`config.mk`:
```
export PLATFORM = sky130hd
export DESIGN_NAME = link_tx_port_flat
export DESIGN_NICKNAME = d
export VERILOG_FILES = /design/src/core/link_pkg.sv /design/src/core/link_if.sv /design/src/core/sym_fifo.sv /design/src/core/link_tx_port.sv /design/src/flat_wrapper.sv
export SDC_FILE = /design/constraint.sdc
export NUM_CORES = 1
export LEC_CHECK = 0
export BUFFER_PORTS_ARGS = -buffer_cell sky130_fd_sc_hd__buf_4
export CAP_MARGIN = 15
export CORE_ASPECT_RATIO = 1.5
export CORE_MARGIN = 5
export CORE_UTILIZATION = 45
export CTS_CLUSTER_DIAMETER = 120
export CTS_CLUSTER_SIZE = 24
export DETAILED_ROUTE_END_ITERATION = 16
export GPL_TIMING_DRIVEN = 0
export SLEW_MARGIN = 20
export SYNTH_ARGS = -nofsm -noshare
export SYNTH_HDL_FRONTEND = slang
export SYNTH_SLANG_ARGS = --single-unit
```
`constraint.sdc`:
```
create_clock -name clk_i -period 2.9 [get_ports clk_i]
set_input_delay 0.435 -clock clk_i [delete_from_list [all_inputs] [get_ports clk_i]]
set_output_delay 0.435 -clock clk_i [all_outputs]
set_load 0.01 [all_outputs]
```
`src/core/link_pkg.sv`:
```
/*
 * Shared constants, symbol kinds and the scrambler step for the link
 * transmit scheduler and its partner receiver.
 * Assumes one symbol per clock at 40 MHz and a byte-wide symbol stream.
 */
package link_pkg;

   typedef enum logic [2:0] {
      K_IDLE = 3'h0,
      K_HP = 3'h1,
      K_DPH = 3'h2,
      K_DPP = 3'h3,
      K_LC = 3'h4,
      K_SKP = 3'h5
   } sym_kind_t;

   localparam logic [7:0] IDLE_BASE = 8'h00;
   localparam logic [7:0] IDLE_ENH = 8'h5a;
   localparam logic [7:0] SKP_SYM = 8'h3c;
   localparam int CLK_PERIOD_NS = 25;
   localparam int PRES_TIME_NS = 10000;
   localparam int PRES_CYCLES = PRES_TIME_NS / CLK_PERIOD_NS;
   localparam int LC_LEN = 2;
   localparam int LC_W = 8 * LC_LEN;
   localparam int SKP_LEN = 4;
   localparam int BLK_LEN = 16;
   localparam int FIFO_DEPTH = 8;
   localparam int PKT_W = 12;
   // Presence command codes; values are arbitrary.
   localparam logic [15:0] LC_CODE_DN = 16'h0a01;
   localparam logic [15:0] LC_CODE_UP = 16'h0a02;
   localparam logic [15:0] SCR_SEED = 16'hffff;
   localparam logic [15:0] SCR_TAPS = 16'h0039;

   // Advances the scrambler by one byte time.
   function automatic logic [15:0] scr_next(input logic [15:0] s);
      logic [15:0] v;
      v = s;
      for (int i = 0; i < 8; i++) begin
         if (v[15]) begin
            v = {v[14:0], 1'b0} ^ SCR_TAPS;
         end else begin
            v = {v[14:0], 1'b0};
         end
      end
      return v;
   endfunction

   // Returns the byte to combine with one data symbol.
   function automatic logic [7:0] scr_byte(input logic [15:0] s);
      return s[15:8];
   endfunction

endpackage

```
`src/core/link_if.sv`:
```
/*
 * Symbol link between the transmit scheduler and the partner port.
 * Assumes both ends share clk_i; the bench joins the modports.
 */
`timescale 1ns/1ps
interface link_if;
   logic [7:0] sym;
   link_pkg::sym_kind_t kind;
   logic last;
   logic blk_start;
   logic blk_os;

   modport tx (output sym, output kind, output last, output blk_start, output blk_os);
   modport rx (input sym, input kind, input last, input blk_start, input blk_os);
endinterface

```
`src/core/sym_fifo.sv`:
```
/*
 * Synchronous FIFO with valid and ready on both sides.
 * Assumes a single clock and a synchronous active-low reset.
 */
`timescale 1ns/1ps
module sym_fifo #(
   parameter int WIDTH = link_pkg::PKT_W,
   parameter int DEPTH = link_pkg::FIFO_DEPTH
) (
   input wire logic clk_i,
   input wire logic resetn_i,
   input wire logic in_valid_i,
   output logic in_ready_o,
   input wire logic [WIDTH-1:0] in_data_i,
   output logic out_valid_o,
   input wire logic out_ready_i,
   output logic [WIDTH-1:0] out_data_o
);
   localparam int AW = $clog2(DEPTH);

   logic [WIDTH-1:0] mem [DEPTH];
   logic [AW:0] wr_reg;
   logic [AW:0] rd_reg;
   logic [AW:0] cnt_reg;
   logic [AW:0] cnt_next;
   logic ready_reg;
   logic push;
   logic pop;

   assign push = in_valid_i && ready_reg;
   assign pop = out_valid_o && out_ready_i;
   assign in_ready_o = ready_reg;
   assign out_valid_o = (cnt_reg != '0);
   assign out_data_o = mem[rd_reg[AW-1:0]];

   always_comb begin
      cnt_next = cnt_reg;
      if (push && !pop) begin
         cnt_next = cnt_reg + 1'b1;
      end else if (pop && !push) begin
         cnt_next = cnt_reg - 1'b1;
      end
   end

   always_ff @(posedge clk_i) begin
      if (!resetn_i) begin
         wr_reg <= '0;
         rd_reg <= '0;
         cnt_reg <= '0;
         ready_reg <= 1'b0;
      end else begin
         wr_reg <= push ? wr_reg + 1'b1 : wr_reg;
         rd_reg <= pop ? rd_reg + 1'b1 : rd_reg;
         cnt_reg <= cnt_next;
         ready_reg <= (cnt_next != (AW+1)'(DEPTH));
      end
   end

   always_ff @(posedge clk_i) begin
      if (push) begin
         mem[wr_reg[AW-1:0]] <= in_data_i;
      end
   end
endmodule

```
`src/core/link_tx_port.sv`:
```
/*
 * Documented port end: schedules packets, link commands, skip sets and
 * idle symbols onto the symbol link, one symbol per clock.
 * Assumes the user streams packet bytes through the built-in FIFO without
 * gaps once a packet has begun, and that the partner samples on this clock.
 */
`timescale 1ns/1ps
module link_tx_port #(
   parameter int FIFO_DEPTH = link_pkg::FIFO_DEPTH,
   parameter int BLK_LEN = link_pkg::BLK_LEN,
   parameter int SKP_LEN = link_pkg::SKP_LEN
) (
   input wire logic clk_i,
   input wire logic resetn_i,
   link_if.tx lnk,
   input wire logic u0_i,
   input wire logic downstream_i,
   input wire logic enhanced_i,
   input wire logic scr_bypass_i,
   input wire logic pkt_valid_i,
   output logic pkt_ready_o,
   input wire logic [7:0] pkt_data_i,
   input wire link_pkg::sym_kind_t pkt_kind_i,
   input wire logic pkt_last_i,
   input wire logic lc_valid_i,
   output logic lc_ready_o,
   input wire logic [link_pkg::LC_W-1:0] lc_code_i,
   input wire logic skp_req_i,
   output logic presence_sent_o
);
   typedef enum logic [1:0] {
      ST_IDLE = 2'b00,
      ST_PKT = 2'b01,
      ST_LC = 2'b10,
      ST_SKP = 2'b11
   } tx_state_t;

   localparam logic [8:0] PRES_LAST = 9'(link_pkg::PRES_CYCLES - 1);
   localparam logic [7:0] LC_END = 8'(link_pkg::LC_LEN - 1);

   tx_state_t state_reg;
   tx_state_t state_next;
   logic [7:0] cnt_reg;
   logic [7:0] cnt_next;
   logic [7:0] blk_reg;
   logic [8:0] pres_reg;
   logic [15:0] lfsr_reg;
   logic lc_pend_reg;
   logic [link_pkg::LC_W-1:0] lc_pend_code_reg;
   logic [link_pkg::LC_W-1:0] lc_cur_reg;
   logic [link_pkg::LC_W-1:0] lc_cur_next;
   logic skp_pend_reg;
   logic lc_ready_reg;
   logic os_now;
   logic [7:0] sym_reg;
   link_pkg::sym_kind_t kind_reg;
   logic last_reg;
   logic blk_start_reg;
   logic blk_os_reg;
   logic os_cur_reg;

   logic f_valid;
   logic f_pop;
   logic [link_pkg::PKT_W-1:0] f_data;
   link_pkg::sym_kind_t f_kind;
   logic f_last;
   link_pkg::sym_kind_t e_kind;
   logic [7:0] e_raw;
   logic e_last;
   logic lc_take;
   logic skp_take;
   logic pres_take;
   logic blk_zero;
   logic skp_ok;
   logic [7:0] skp_end;
   logic [7:0] idle_sym;

   sym_fifo #(
      .WIDTH(link_pkg::PKT_W),
      .DEPTH(FIFO_DEPTH)
   ) u_fifo (
      .clk_i(clk_i),
      .resetn_i(resetn_i),
      .in_valid_i(pkt_valid_i),
      .in_ready_o(pkt_ready_o),
      .in_data_i({pkt_last_i, pkt_kind_i, pkt_data_i}),
      .out_valid_o(f_valid),
      .out_ready_i(f_pop),
      .out_data_o(f_data)
   );

   assign f_kind = link_pkg::sym_kind_t'(f_data[10:8]);
   assign f_last = f_data[11];
   assign blk_zero = !enhanced_i || (blk_reg == '0);
   // skip sets open a whole ordered-set block
   assign skp_ok = skp_pend_reg && blk_zero;
   assign skp_end = enhanced_i ? 8'(BLK_LEN - 1) : 8'(SKP_LEN - 1);
   assign idle_sym = enhanced_i ? link_pkg::IDLE_ENH : link_pkg::IDLE_BASE;

   always_comb begin
      state_next = state_reg;
      cnt_next = '0;
      lc_cur_next = lc_cur_reg;
      e_kind = link_pkg::K_IDLE;
      e_raw = idle_sym;
      e_last = 1'b0;
      f_pop = 1'b0;
      lc_take = 1'b0;
      skp_take = 1'b0;
      pres_take = 1'b0;
      case (state_reg)
         ST_IDLE: begin
            if (!u0_i) begin
               e_kind = link_pkg::K_IDLE;
            end else if (skp_pend_reg) begin
               if (skp_ok) begin
                  skp_take = 1'b1;
                  e_kind = link_pkg::K_SKP;
                  e_raw = link_pkg::SKP_SYM;
                  state_next = (skp_end == '0) ? ST_IDLE : ST_SKP;
                  e_last = (skp_end == '0);
                  cnt_next = 8'h01;
               end
            end else if (lc_pend_reg) begin
               lc_take = 1'b1;
               lc_cur_next = lc_pend_code_reg;
               state_next = ST_LC;
            end else if (f_valid) begin
               state_next = ST_PKT;
            end else if (pres_reg == PRES_LAST) begin
               pres_take = 1'b1;
               lc_cur_next = downstream_i ? link_pkg::LC_CODE_DN : link_pkg::LC_CODE_UP;
               state_next = ST_LC;
            end
         end
         ST_PKT: begin
            if (f_valid) begin
               f_pop = 1'b1;
               e_kind = f_kind;
               e_raw = f_data[7:0];
               e_last = f_last;
               if (f_last) begin
                  state_next = (f_kind == link_pkg::K_DPH) ? ST_PKT : ST_IDLE;
               end
            end
         end
         ST_LC: begin
            e_kind = link_pkg::K_LC;
            e_raw = 8'(lc_cur_reg >> (link_pkg::LC_W - 8 - 8 * int'(cnt_reg)));
            cnt_next = cnt_reg + 8'h01;
            if (cnt_reg == LC_END) begin
               e_last = 1'b1;
               cnt_next = '0;
               state_next = ST_IDLE;
               if (lc_pend_reg && !skp_pend_reg) begin
                  lc_take = 1'b1;
                  lc_cur_next = lc_pend_code_reg;
                  state_next = ST_LC;
               end
            end
         end
         ST_SKP: begin
            e_kind = link_pkg::K_SKP;
            e_raw = link_pkg::SKP_SYM;
            cnt_next = cnt_reg + 8'h01;
            if (cnt_reg == skp_end) begin
               e_last = 1'b1;
               state_next = ST_IDLE;
               cnt_next = '0;
            end
         end
         default: begin
            state_next = ST_IDLE;
         end
      endcase
   end

   assign os_now = enhanced_i && (skp_take || ((blk_reg != '0) && os_cur_reg));
   assign lc_ready_o = lc_ready_reg;
   assign lnk.sym = sym_reg;
   assign lnk.kind = kind_reg;
   assign lnk.last = last_reg;
   assign lnk.blk_start = blk_start_reg;
   assign lnk.blk_os = blk_os_reg;

   always_ff @(posedge clk_i) begin
      if (!resetn_i) begin
         state_reg <= ST_IDLE;
         cnt_reg <= '0;
         lc_cur_reg <= '0;
      end else begin
         state_reg <= state_next;
         cnt_reg <= cnt_next;
         lc_cur_reg <= lc_cur_next;
      end
   end

   // Holds one command until the scheduler takes it.
   always_ff @(posedge clk_i) begin
      if (!resetn_i) begin
         lc_pend_reg <= 1'b0;
         lc_pend_code_reg <= '0;
         lc_ready_reg <= 1'b1;
      end else begin
         if (lc_valid_i && lc_ready_reg) begin
            lc_pend_reg <= 1'b1;
            lc_pend_code_reg <= lc_code_i;
         end else if (lc_take) begin
            lc_pend_reg <= 1'b0;
         end
         lc_ready_reg <= !((lc_valid_i && lc_ready_reg) || (lc_pend_reg && !lc_take));
      end
   end

   // A request in the cycle a skip starts wins and queues another.
   always_ff @(posedge clk_i) begin
      if (!resetn_i) begin
         skp_pend_reg <= 1'b0;
      end else if (skp_req_i) begin
         skp_pend_reg <= 1'b1;
      end else if (skp_take) begin
         skp_pend_reg <= 1'b0;
      end
   end

   always_ff @(posedge clk_i) begin
      if (!resetn_i) begin
         pres_reg <= '0;
         presence_sent_o <= 1'b0;
      end else begin
         presence_sent_o <= pres_take;
         if (!u0_i || (e_kind != link_pkg::K_IDLE && e_kind != link_pkg::K_SKP)) begin
            pres_reg <= '0;
         end else if (pres_reg != PRES_LAST) begin
            pres_reg <= pres_reg + 9'h001;
         end
      end
   end

   // Tracks the symbol position inside an enhanced-rate block.
   always_ff @(posedge clk_i) begin
      if (!resetn_i) begin
         blk_reg <= '0;
         os_cur_reg <= 1'b0;
      end else begin
         os_cur_reg <= os_now;
         if (!enhanced_i || (blk_reg == 8'(BLK_LEN - 1))) begin
            blk_reg <= '0;
         end else begin
            blk_reg <= blk_reg + 8'h01;
         end
      end
   end

   // Reset shows a finished skip set, so the partner's scrambler stays aligned.
   always_ff @(posedge clk_i) begin
      if (!resetn_i) begin
         lfsr_reg <= link_pkg::SCR_SEED;
         sym_reg <= link_pkg::SKP_SYM;
         kind_reg <= link_pkg::K_SKP;
         last_reg <= 1'b1;
         blk_start_reg <= 1'b0;
         blk_os_reg <= 1'b0;
      end else begin
         if (e_kind != link_pkg::K_SKP) begin
            lfsr_reg <= link_pkg::scr_next(lfsr_reg);
         end
         if (e_kind == link_pkg::K_SKP || scr_bypass_i) begin
            sym_reg <= e_raw;
         end else begin
            sym_reg <= e_raw ^ link_pkg::scr_byte(lfsr_reg);
         end
         kind_reg <= e_kind;
         last_reg <= e_last;
         blk_start_reg <= enhanced_i && (blk_reg == '0);
         blk_os_reg <= os_now;
      end
   end
endmodule

```
`src/flat_wrapper.sv`:
```
// flat-port wrapper written by rule: the top's interface ports become plain ports
module link_tx_port_flat 
#(
   parameter int FIFO_DEPTH = link_pkg::FIFO_DEPTH,
   parameter int BLK_LEN = link_pkg::BLK_LEN,
   parameter int SKP_LEN = link_pkg::SKP_LEN
)
  (clk_i, resetn_i, u0_i, downstream_i, enhanced_i, scr_bypass_i, pkt_valid_i, pkt_ready_o, pkt_data_i, pkt_kind_i, pkt_last_i, lc_valid_i, lc_ready_o, lc_code_i, skp_req_i, presence_sent_o, lnk_sym, lnk_kind, lnk_last, lnk_blk_start, lnk_blk_os);
  link_if lnk_i ();
  input wire logic clk_i;
  input wire logic resetn_i;
  input wire logic u0_i;
  input wire logic downstream_i;
  input wire logic enhanced_i;
  input wire logic scr_bypass_i;
  input wire logic pkt_valid_i;
  output logic pkt_ready_o;
  input wire logic [7:0] pkt_data_i;
  input wire link_pkg::sym_kind_t pkt_kind_i;
  input wire logic pkt_last_i;
  input wire logic lc_valid_i;
  output logic lc_ready_o;
  input wire logic [link_pkg::LC_W-1:0] lc_code_i;
  input wire logic skp_req_i;
  output logic presence_sent_o;
  output wire logic [$bits(lnk_i.sym)-1:0] lnk_sym;
  output wire logic [$bits(lnk_i.kind)-1:0] lnk_kind;
  output wire logic [$bits(lnk_i.last)-1:0] lnk_last;
  output wire logic [$bits(lnk_i.blk_start)-1:0] lnk_blk_start;
  output wire logic [$bits(lnk_i.blk_os)-1:0] lnk_blk_os;
  assign lnk_sym = lnk_i.sym;
  assign lnk_kind = lnk_i.kind;
  assign lnk_last = lnk_i.last;
  assign lnk_blk_start = lnk_i.blk_start;
  assign lnk_blk_os = lnk_i.blk_os;
  link_tx_port #(.FIFO_DEPTH(FIFO_DEPTH), .BLK_LEN(BLK_LEN), .SKP_LEN(SKP_LEN)) u_core (.clk_i(clk_i), .resetn_i(resetn_i), .lnk(lnk_i), .u0_i(u0_i), .downstream_i(downstream_i), .enhanced_i(enhanced_i), .scr_bypass_i(scr_bypass_i), .pkt_valid_i(pkt_valid_i), .pkt_ready_o(pkt_ready_o), .pkt_data_i(pkt_data_i), .pkt_kind_i(pkt_kind_i), .pkt_last_i(pkt_last_i), .lc_valid_i(lc_valid_i), .lc_ready_o(lc_ready_o), .lc_code_i(lc_code_i), .skp_req_i(skp_req_i), .presence_sent_o(presence_sent_o));
endmodule
```
==> results.sh, run 1 <==
export IMPL_clkPwrFrac_pct=25.0
export IMPL_drt_iter0_markers=376
export IMPL_syn_inst=749
export IMPL_num_nets_final=865
export IMPL_max_slew_margin_pct=39.2
export IMPL_status="complete, no violations"
export IMPL_seqPwrFrac_pct=48.1
export IMPL_synth_top_area_share_pct=33.3
export IMPL_netlist_area_mm2=0.00866
export IMPL_synthesis_nets=797
export IMPL_synth_edf_count=96
export IMPL_n_antenna_cell=0
export IMPL_endpoint_kind="register"
export IMPL_finClkSkew_ps=14.7
export IMPL_swShare_pct=30.6
export IMPL_routed_wl_um=19900
export IMPL_hpwlAfterDp_um=14300
export IMPL_drv_slew=0
export IMPL_ys_async_sr_fraction_pct=0
export IMPL_fin_hold_ws_ps=177
export IMPL_yosys_warnings=0
export IMPL_cp_arrival_ps=3150
export IMPL_rsz0062_at_grt="true"
export IMPL_die_area_mm2=0.0222
export IMPL_switching_power_mw=2.16
export IMPL_clock_path_buffers=3
export IMPL_path_clk_slew_ps=100
export IMPL_route_vias_total=5969
export IMPL_period_share_pct=96.2
export IMPL_worst_pin_slew_ps=912
export IMPL_start_util_pct=45.4
export IMPL_yosys_area_top_type="edfxtp_1"
export IMPL_h_tree_depth=1
export IMPL_cts_sinks=203
export IMPL_avgViaCountPerCell=5.54
export IMPL_yosys_top_cells_area="edfxtp_1 33%, dfxtp_1 25%, mux4_2 6.0%, nand2_1 3.1%, nor2_1 2.9%"
export IMPL_placed_area_mm2=0.00943
export IMPL_p_leak_nw=3.41
export IMPL_cts_buffers=12
export IMPL_finalInstanceArea_mm2=0.00984
export IMPL_drive_gt1_share_pct=17.6
export IMPL_ys_seq_area_share_pct=58.0
export IMPL_drt_pass1_iter_count=5
export IMPL_area_delta_synth_final_pct=13.6
export IMPL_setup_ws_ps=110
export IMPL_dp_slack_ps=-371
export IMPL_cts_tree="yes"
export IMPL_hold_path_class="in -> reg"
export IMPL_io_buffers=53
export IMPL_fmax_ghz=0.358
export IMPL_dieWidth_um=123
export IMPL_required_ps=3260
export IMPL_setup_violations=0
export IMPL_core_mm2=0.0191
export IMPL_start_kind="register"
export IMPL_cap_violations=0
export IMPL_gp_congestion=0.881
export IMPL_fin_setup_tns_ps=0
export IMPL_antenna_found_initial=0
export IMPL_grt_max_degree=26
export IMPL_ios=54
export IMPL_syn_avg_cell_area_um2=11.6
export IMPL_clock_latency_ps=470
export IMPL_finalPower_mw=7.05
export IMPL_powerDensity_mw_per_mm2=717
export IMPL_grt_pass1_wl_um=31800
export IMPL_avgRoutedWirePerCell_um=18.4
export IMPL_cp_max_fo=6
export IMPL_drc=0
export IMPL_largest_register_ffs=96
export IMPL_synth_top_flop_cell="dfxtp_1"
export IMPL_worst_setup_path_type="reg -> reg"
export IMPL_min_period_ps=2790
export IMPL_synth_seq_cells=203
export IMPL_grtUsageTotal_pct=18.0
export IMPL_peakVddDrop_v=0.000665
export IMPL_fillCellCount=1740
export IMPL_dieHeight_um=180
export IMPL_rows=62
export IMPL_postCtsSetupBuffers=0
export IMPL_overflow=0
export IMPL_combPwrFrac_pct=26.9
export IMPL_grt_pass1_vias=6107
export IMPL_final_hold_violation_count=0
export IMPL_power_internal_mw=4.89
export IMPL_root_buffer="clkbuf_16"
export IMPL_yosysUniqueCellTypes=64
export IMPL_ant_nets=0
-- per-layer routing --
metal	global-route usage [%]	up-vias	share of wire [%]
li1	-	2864	-
met4	4.35	0	1.4
met1	21.1	2955	39
met2	34.0	131	55
met3	2.45	19	4.4
met5	0	-	0
-- kinds of logic (layout without fill, tap and decap cells) --
group	count (synthesis)	count (layout)	synth area share, %
buffers and inverters	58	131	2.77
adder cells (fa/ha/maj)	11	11	1.59
AND/OR/NAND/NOR	240	240	13.1
multiplexers	49	49	9.16
flip-flops	203	203	58.0
XOR/XNOR	42	42	4.25
AO/OA/AOI/OAI	146	146	11.2
-- cell usage after synthesis, types with 3 or more instances --
cell type / number
mux4_2: 23
dfxtp_1: 107
nor2_1: 66
a211oi_1: 7
xnor2_1: 21
o22ai_1: 4
a31oi_1: 4
a21oi_1: 42
nand2_1: 71
o21bai_1: 3
a22oi_1: 4
o21ai_0: 33
xor2_1: 21
o21a_1: 4
o31a_1: 6
o211a_1: 5
buf_2: 3
nand3_1: 45
mux2_2: 12
a2111oi_0: 3
mux2i_1: 14
nand2b_1: 5
edfxtp_1: 96
and2_1: 5
ha_1: 11
or3b_2: 4
buf_1: 5
o211ai_1: 7
clkbuf_1: 34
a21o_1: 3
nor3_1: 9
o2111ai_1: 3
and3_1: 9
o31ai_1: 4
inv_1: 12
nand4_1: 5
or2_2: 3
nor3b_1: 3
-- per-stage QoR --
| stage | utilization [%] | instances |
|---|---|---|
| 6_report | 51.6 | 1078 |
| 3_5_place_dp | 49.4 | 1060 |
| 2_1_floorplan | - | 749 |
| 4_1_cts | 51.4 | 1079 |
| 5_1_grt | 51.6 | 1078 |
| 3_3_place_gp | 49.2 | 1058 |
-- final timing paths --
kind                               from                         end  slack [ps]  cells after the start
max reg2reg    u_core.u_fifo.cnt_reg[0]           u_core.lnk.sym[1]         110                      9
min reg2reg  u_core.lc_pend_code_reg[6]  u_core.lc_pend_code_reg[6]         470                      2
max            u_core.u_fifo.cnt_reg[0]           u_core.lnk.sym[1]         110                      9
min                           skp_req_i         u_core.skp_pend_reg         180                      3
-- repair_timing --
action,in CTS,in global routing
setup endpoints to repair,20,23
gates cloned,0,0
gates resized for setup,7,13
pin swaps,0,0
hold buffers,0,0
-- layout make-up --
cell class	instances	area (um2)	share of cell area, %
flip-flops and latches	203	5020	51.1
multi-input cells	488	3460	35.2
repair buffers	55	420	4.27
clock buffers	18	344	3.50
well taps	256	320	3.25
plain buffers	44	201	2.05
inverters	13	48.8	0.496
clock inverters	1	16.3	0.165
-- power groups by stage --
stage | sequential [mW] | combinational (mW) | clock, mW
2_1_floorplan | 3.44 | 1.30 | 0
3_3_place_gp | 3.45 | 1.78 | 0
3_5_place_dp | 3.46 | 1.84 | 0
4_1_cts | 3.39 | 1.86 | 1.81
5_1_grt | 3.42 | 2.09 | 1.91
6_report | 3.39 | 1.90 | 1.76
-- cells in the final DEF, fill, tap and decap left out, types with 14 or more instances in the layout --
master    Yosys  final
edfxtp_1     96     96
xor2_1       21     21
clkbuf_1     34     34
o21ai_0      33     33
dfxtp_1     107    107
nor2_1       66     58
buf_4         1     54
xnor2_1      21     21
mux4_2       23     23
a21oi_1      42     42
nand2_1      71     70
mux2i_1      14     14
nand3_1      45     45
-- critical path, cell delays in order (launching register included) --
cell and delay (ps):
dfxtp_1 420, inv_1 110, ha_1 260, or3b_2 200, clkbuf_1 250, nor2_1 120
a211oi_2 380, o211ai_2 260, o211ai_1 300, mux2_2 390
Power figures use the tool's default switching activity.
==> inputs of run 2 (changes only) <==
--- a/config.mk
+++ b/config.mk
@@ -6,14 +6,12 @@
 export NUM_CORES = 1
 export LEC_CHECK = 0
 export BUFFER_PORTS_ARGS = -buffer_cell sky130_fd_sc_hd__buf_4
-export CAP_MARGIN = 15
 export CORE_ASPECT_RATIO = 1.5
 export CORE_MARGIN = 5
 export CORE_UTILIZATION = 45
 export CTS_CLUSTER_DIAMETER = 120
 export CTS_CLUSTER_SIZE = 24
 export DETAILED_ROUTE_END_ITERATION = 16
-export GPL_TIMING_DRIVEN = 0
 export SLEW_MARGIN = 20
 export SYNTH_ARGS = -nofsm -noshare
 export SYNTH_HDL_FRONTEND = slang
==> results.sh, run 2 (synthesized netlist as in run 1, its figures left out) <==
export IMPL_min_period_ps=2680
export IMPL_grt_pass1_vias=5859
export IMPL_layout_commonest_cell="dfxtp_1"
export IMPL_grtUsageTotal_pct=17.2
export IMPL_area_delta_synth_final_pct=13.0
export IMPL_drv_slew=0
export IMPL_ios=54
export IMPL_route_vias_total=5826
export IMPL_peakVddDrop_v=0.000674
export IMPL_layout_common_cells="107 x dfxtp_1, 96 x edfxtp_1, 79 x buf_4"
export IMPL_start_kind="register"
export IMPL_powerDensity_mw_per_mm2=713
export IMPL_drc=0
export IMPL_cts_hold_buf=0
export IMPL_die_area_mm2=0.0222
export IMPL_fmax_ghz=0.373
export IMPL_required_ps=3260
export IMPL_cap_violations=0
export IMPL_p_leak_nw=3.43
export IMPL_core_mm2=0.0191
export IMPL_final_hold_violation_count=0
export IMPL_status="complete, no violations"
export IMPL_max_slew_margin_pct=29.3
export IMPL_place_inst=1040
export IMPL_rows=62
export IMPL_fin_setup_tns_ps=0
export IMPL_io_buffers=53
export IMPL_fin_cells=1059
export IMPL_dieWidth_um=123
export IMPL_drive_gt1_share_pct=18.7
export IMPL_worst_pin_slew_ps=1060
export IMPL_cp_max_fo=12
export IMPL_grt_pass1_wl_um=30800
export IMPL_worst_setup_path_type="reg -> reg"
export IMPL_endpoint_kind="register"
export IMPL_largest_register_ffs=96
export IMPL_routed_wl_um=18900
export IMPL_setup_violations=0
export IMPL_gp_congestion=0.807
export IMPL_h_tree_depth=1
export IMPL_rsz0062_at_grt="false"
export IMPL_overflow=0
export IMPL_avgRoutedWirePerCell_um=17.9
export IMPL_avgViaCountPerCell=5.50
export IMPL_root_buffer="clkbuf_16"
export IMPL_drt_pass1_iter_count=4
export IMPL_clock_latency_ps=460
export IMPL_clock_path_buffers=3
export IMPL_cts_buffers=12
export IMPL_finClkSkew_ps=17.9
export IMPL_cts_sinks=203
export IMPL_hpwlAfterDp_um=13400
export IMPL_grt_max_degree=56
export IMPL_hold_path_class="in -> reg"
export IMPL_antenna_found_initial=0
export IMPL_dieHeight_um=180
export IMPL_period_share_pct=92.3
export IMPL_cp_arrival_ps=3030
export IMPL_drt_iter0_markers=282
export IMPL_path_clk_slew_ps=100
export IMPL_cts_tree="yes"
export IMPL_ant_nets=0
export IMPL_n_antenna_cell=0
export IMPL_num_nets_final=846
export IMPL_start_util_pct=45.4
-- run 2: area by class of cell --
class | count | area [um2]
inverter | 13 | 48.8
fill | 1740 | 9290
timing repair buffer | 80 | 613
multi-input combinational | 488 | 3420
sequential | 203 | 5020
clock inverter | 1 | 16.3
clock buffer | 18 | 344
tap | 256 | 320
-- run 2: critical path, stage by stage (launching register included) --
cell	delay, ps
dfxtp_1	430
inv_1	100
ha_1	250
or3b_2	280
nor2_1	90
a211oi_2	340
o211a_1	340
buf_4	220
nand2_1	200
o31a_1	310
-- run 2: repair_timing --
action	CTS	global route
gates resized for setup	0	4
buffers inserted	0	0
endpoints found under the setup margin	0	7
-- run 2: final timing paths --
kind	startpoint	to	slack, ps	depth (start not counted)
max	u_core.u_fifo.cnt_reg[0]	u_core.lfsr_reg[14]	220	9
min reg2reg	u_core.lc_pend_code_reg[12]	u_core.lc_pend_code_reg[12]	460	2
max reg2reg	u_core.u_fifo.cnt_reg[0]	u_core.lfsr_reg[14]	220	9
min	skp_req_i	u_core.skp_pend_reg	190	3
-- run 2: per-stage QoR --
stage | utilization [%] | setup slack (ps) | area [um2] | hold WS, ps | total power [mW]
3_3_place_gp | 49.3 | 71.4 | 9420 | 449 | 5.23
5_1_grt | 51.3 | 20.4 | 9790 | 166 | 7.39
6_report | 51.3 | 222 | 9790 | 185 | 6.98
3_5_place_dp | 49.3 | 7.29 | 9420 | 451 | 5.29
2_1_floorplan | - | 583 | 8660 | 433 | 4.74
4_1_cts | 51.2 | 7.34 | 9780 | 165 | 7.04
-- run 2: per-layer routing --
metal,GRT usage (%),part of all wire [%]
met4,4.57,2.7
met3,2.23,3.9
met1,21.3,41
met5,0,0
met2,31.1,52
-- run 2: where the power goes --
| group | switching (mW) | internal [mW] | leakage [nW] | total [mW] |
|---|---|---|---|---|
| Clock | 0.907 | 0.843 | 0.173 | 1.75 |
| Sequential | 0.233 | 3.25 | 1.74 | 3.48 |
| Combinational | 0.959 | 0.791 | 1.51 | 1.75 |
| Total | 2.10 | 4.88 | 3.43 | 6.98 |
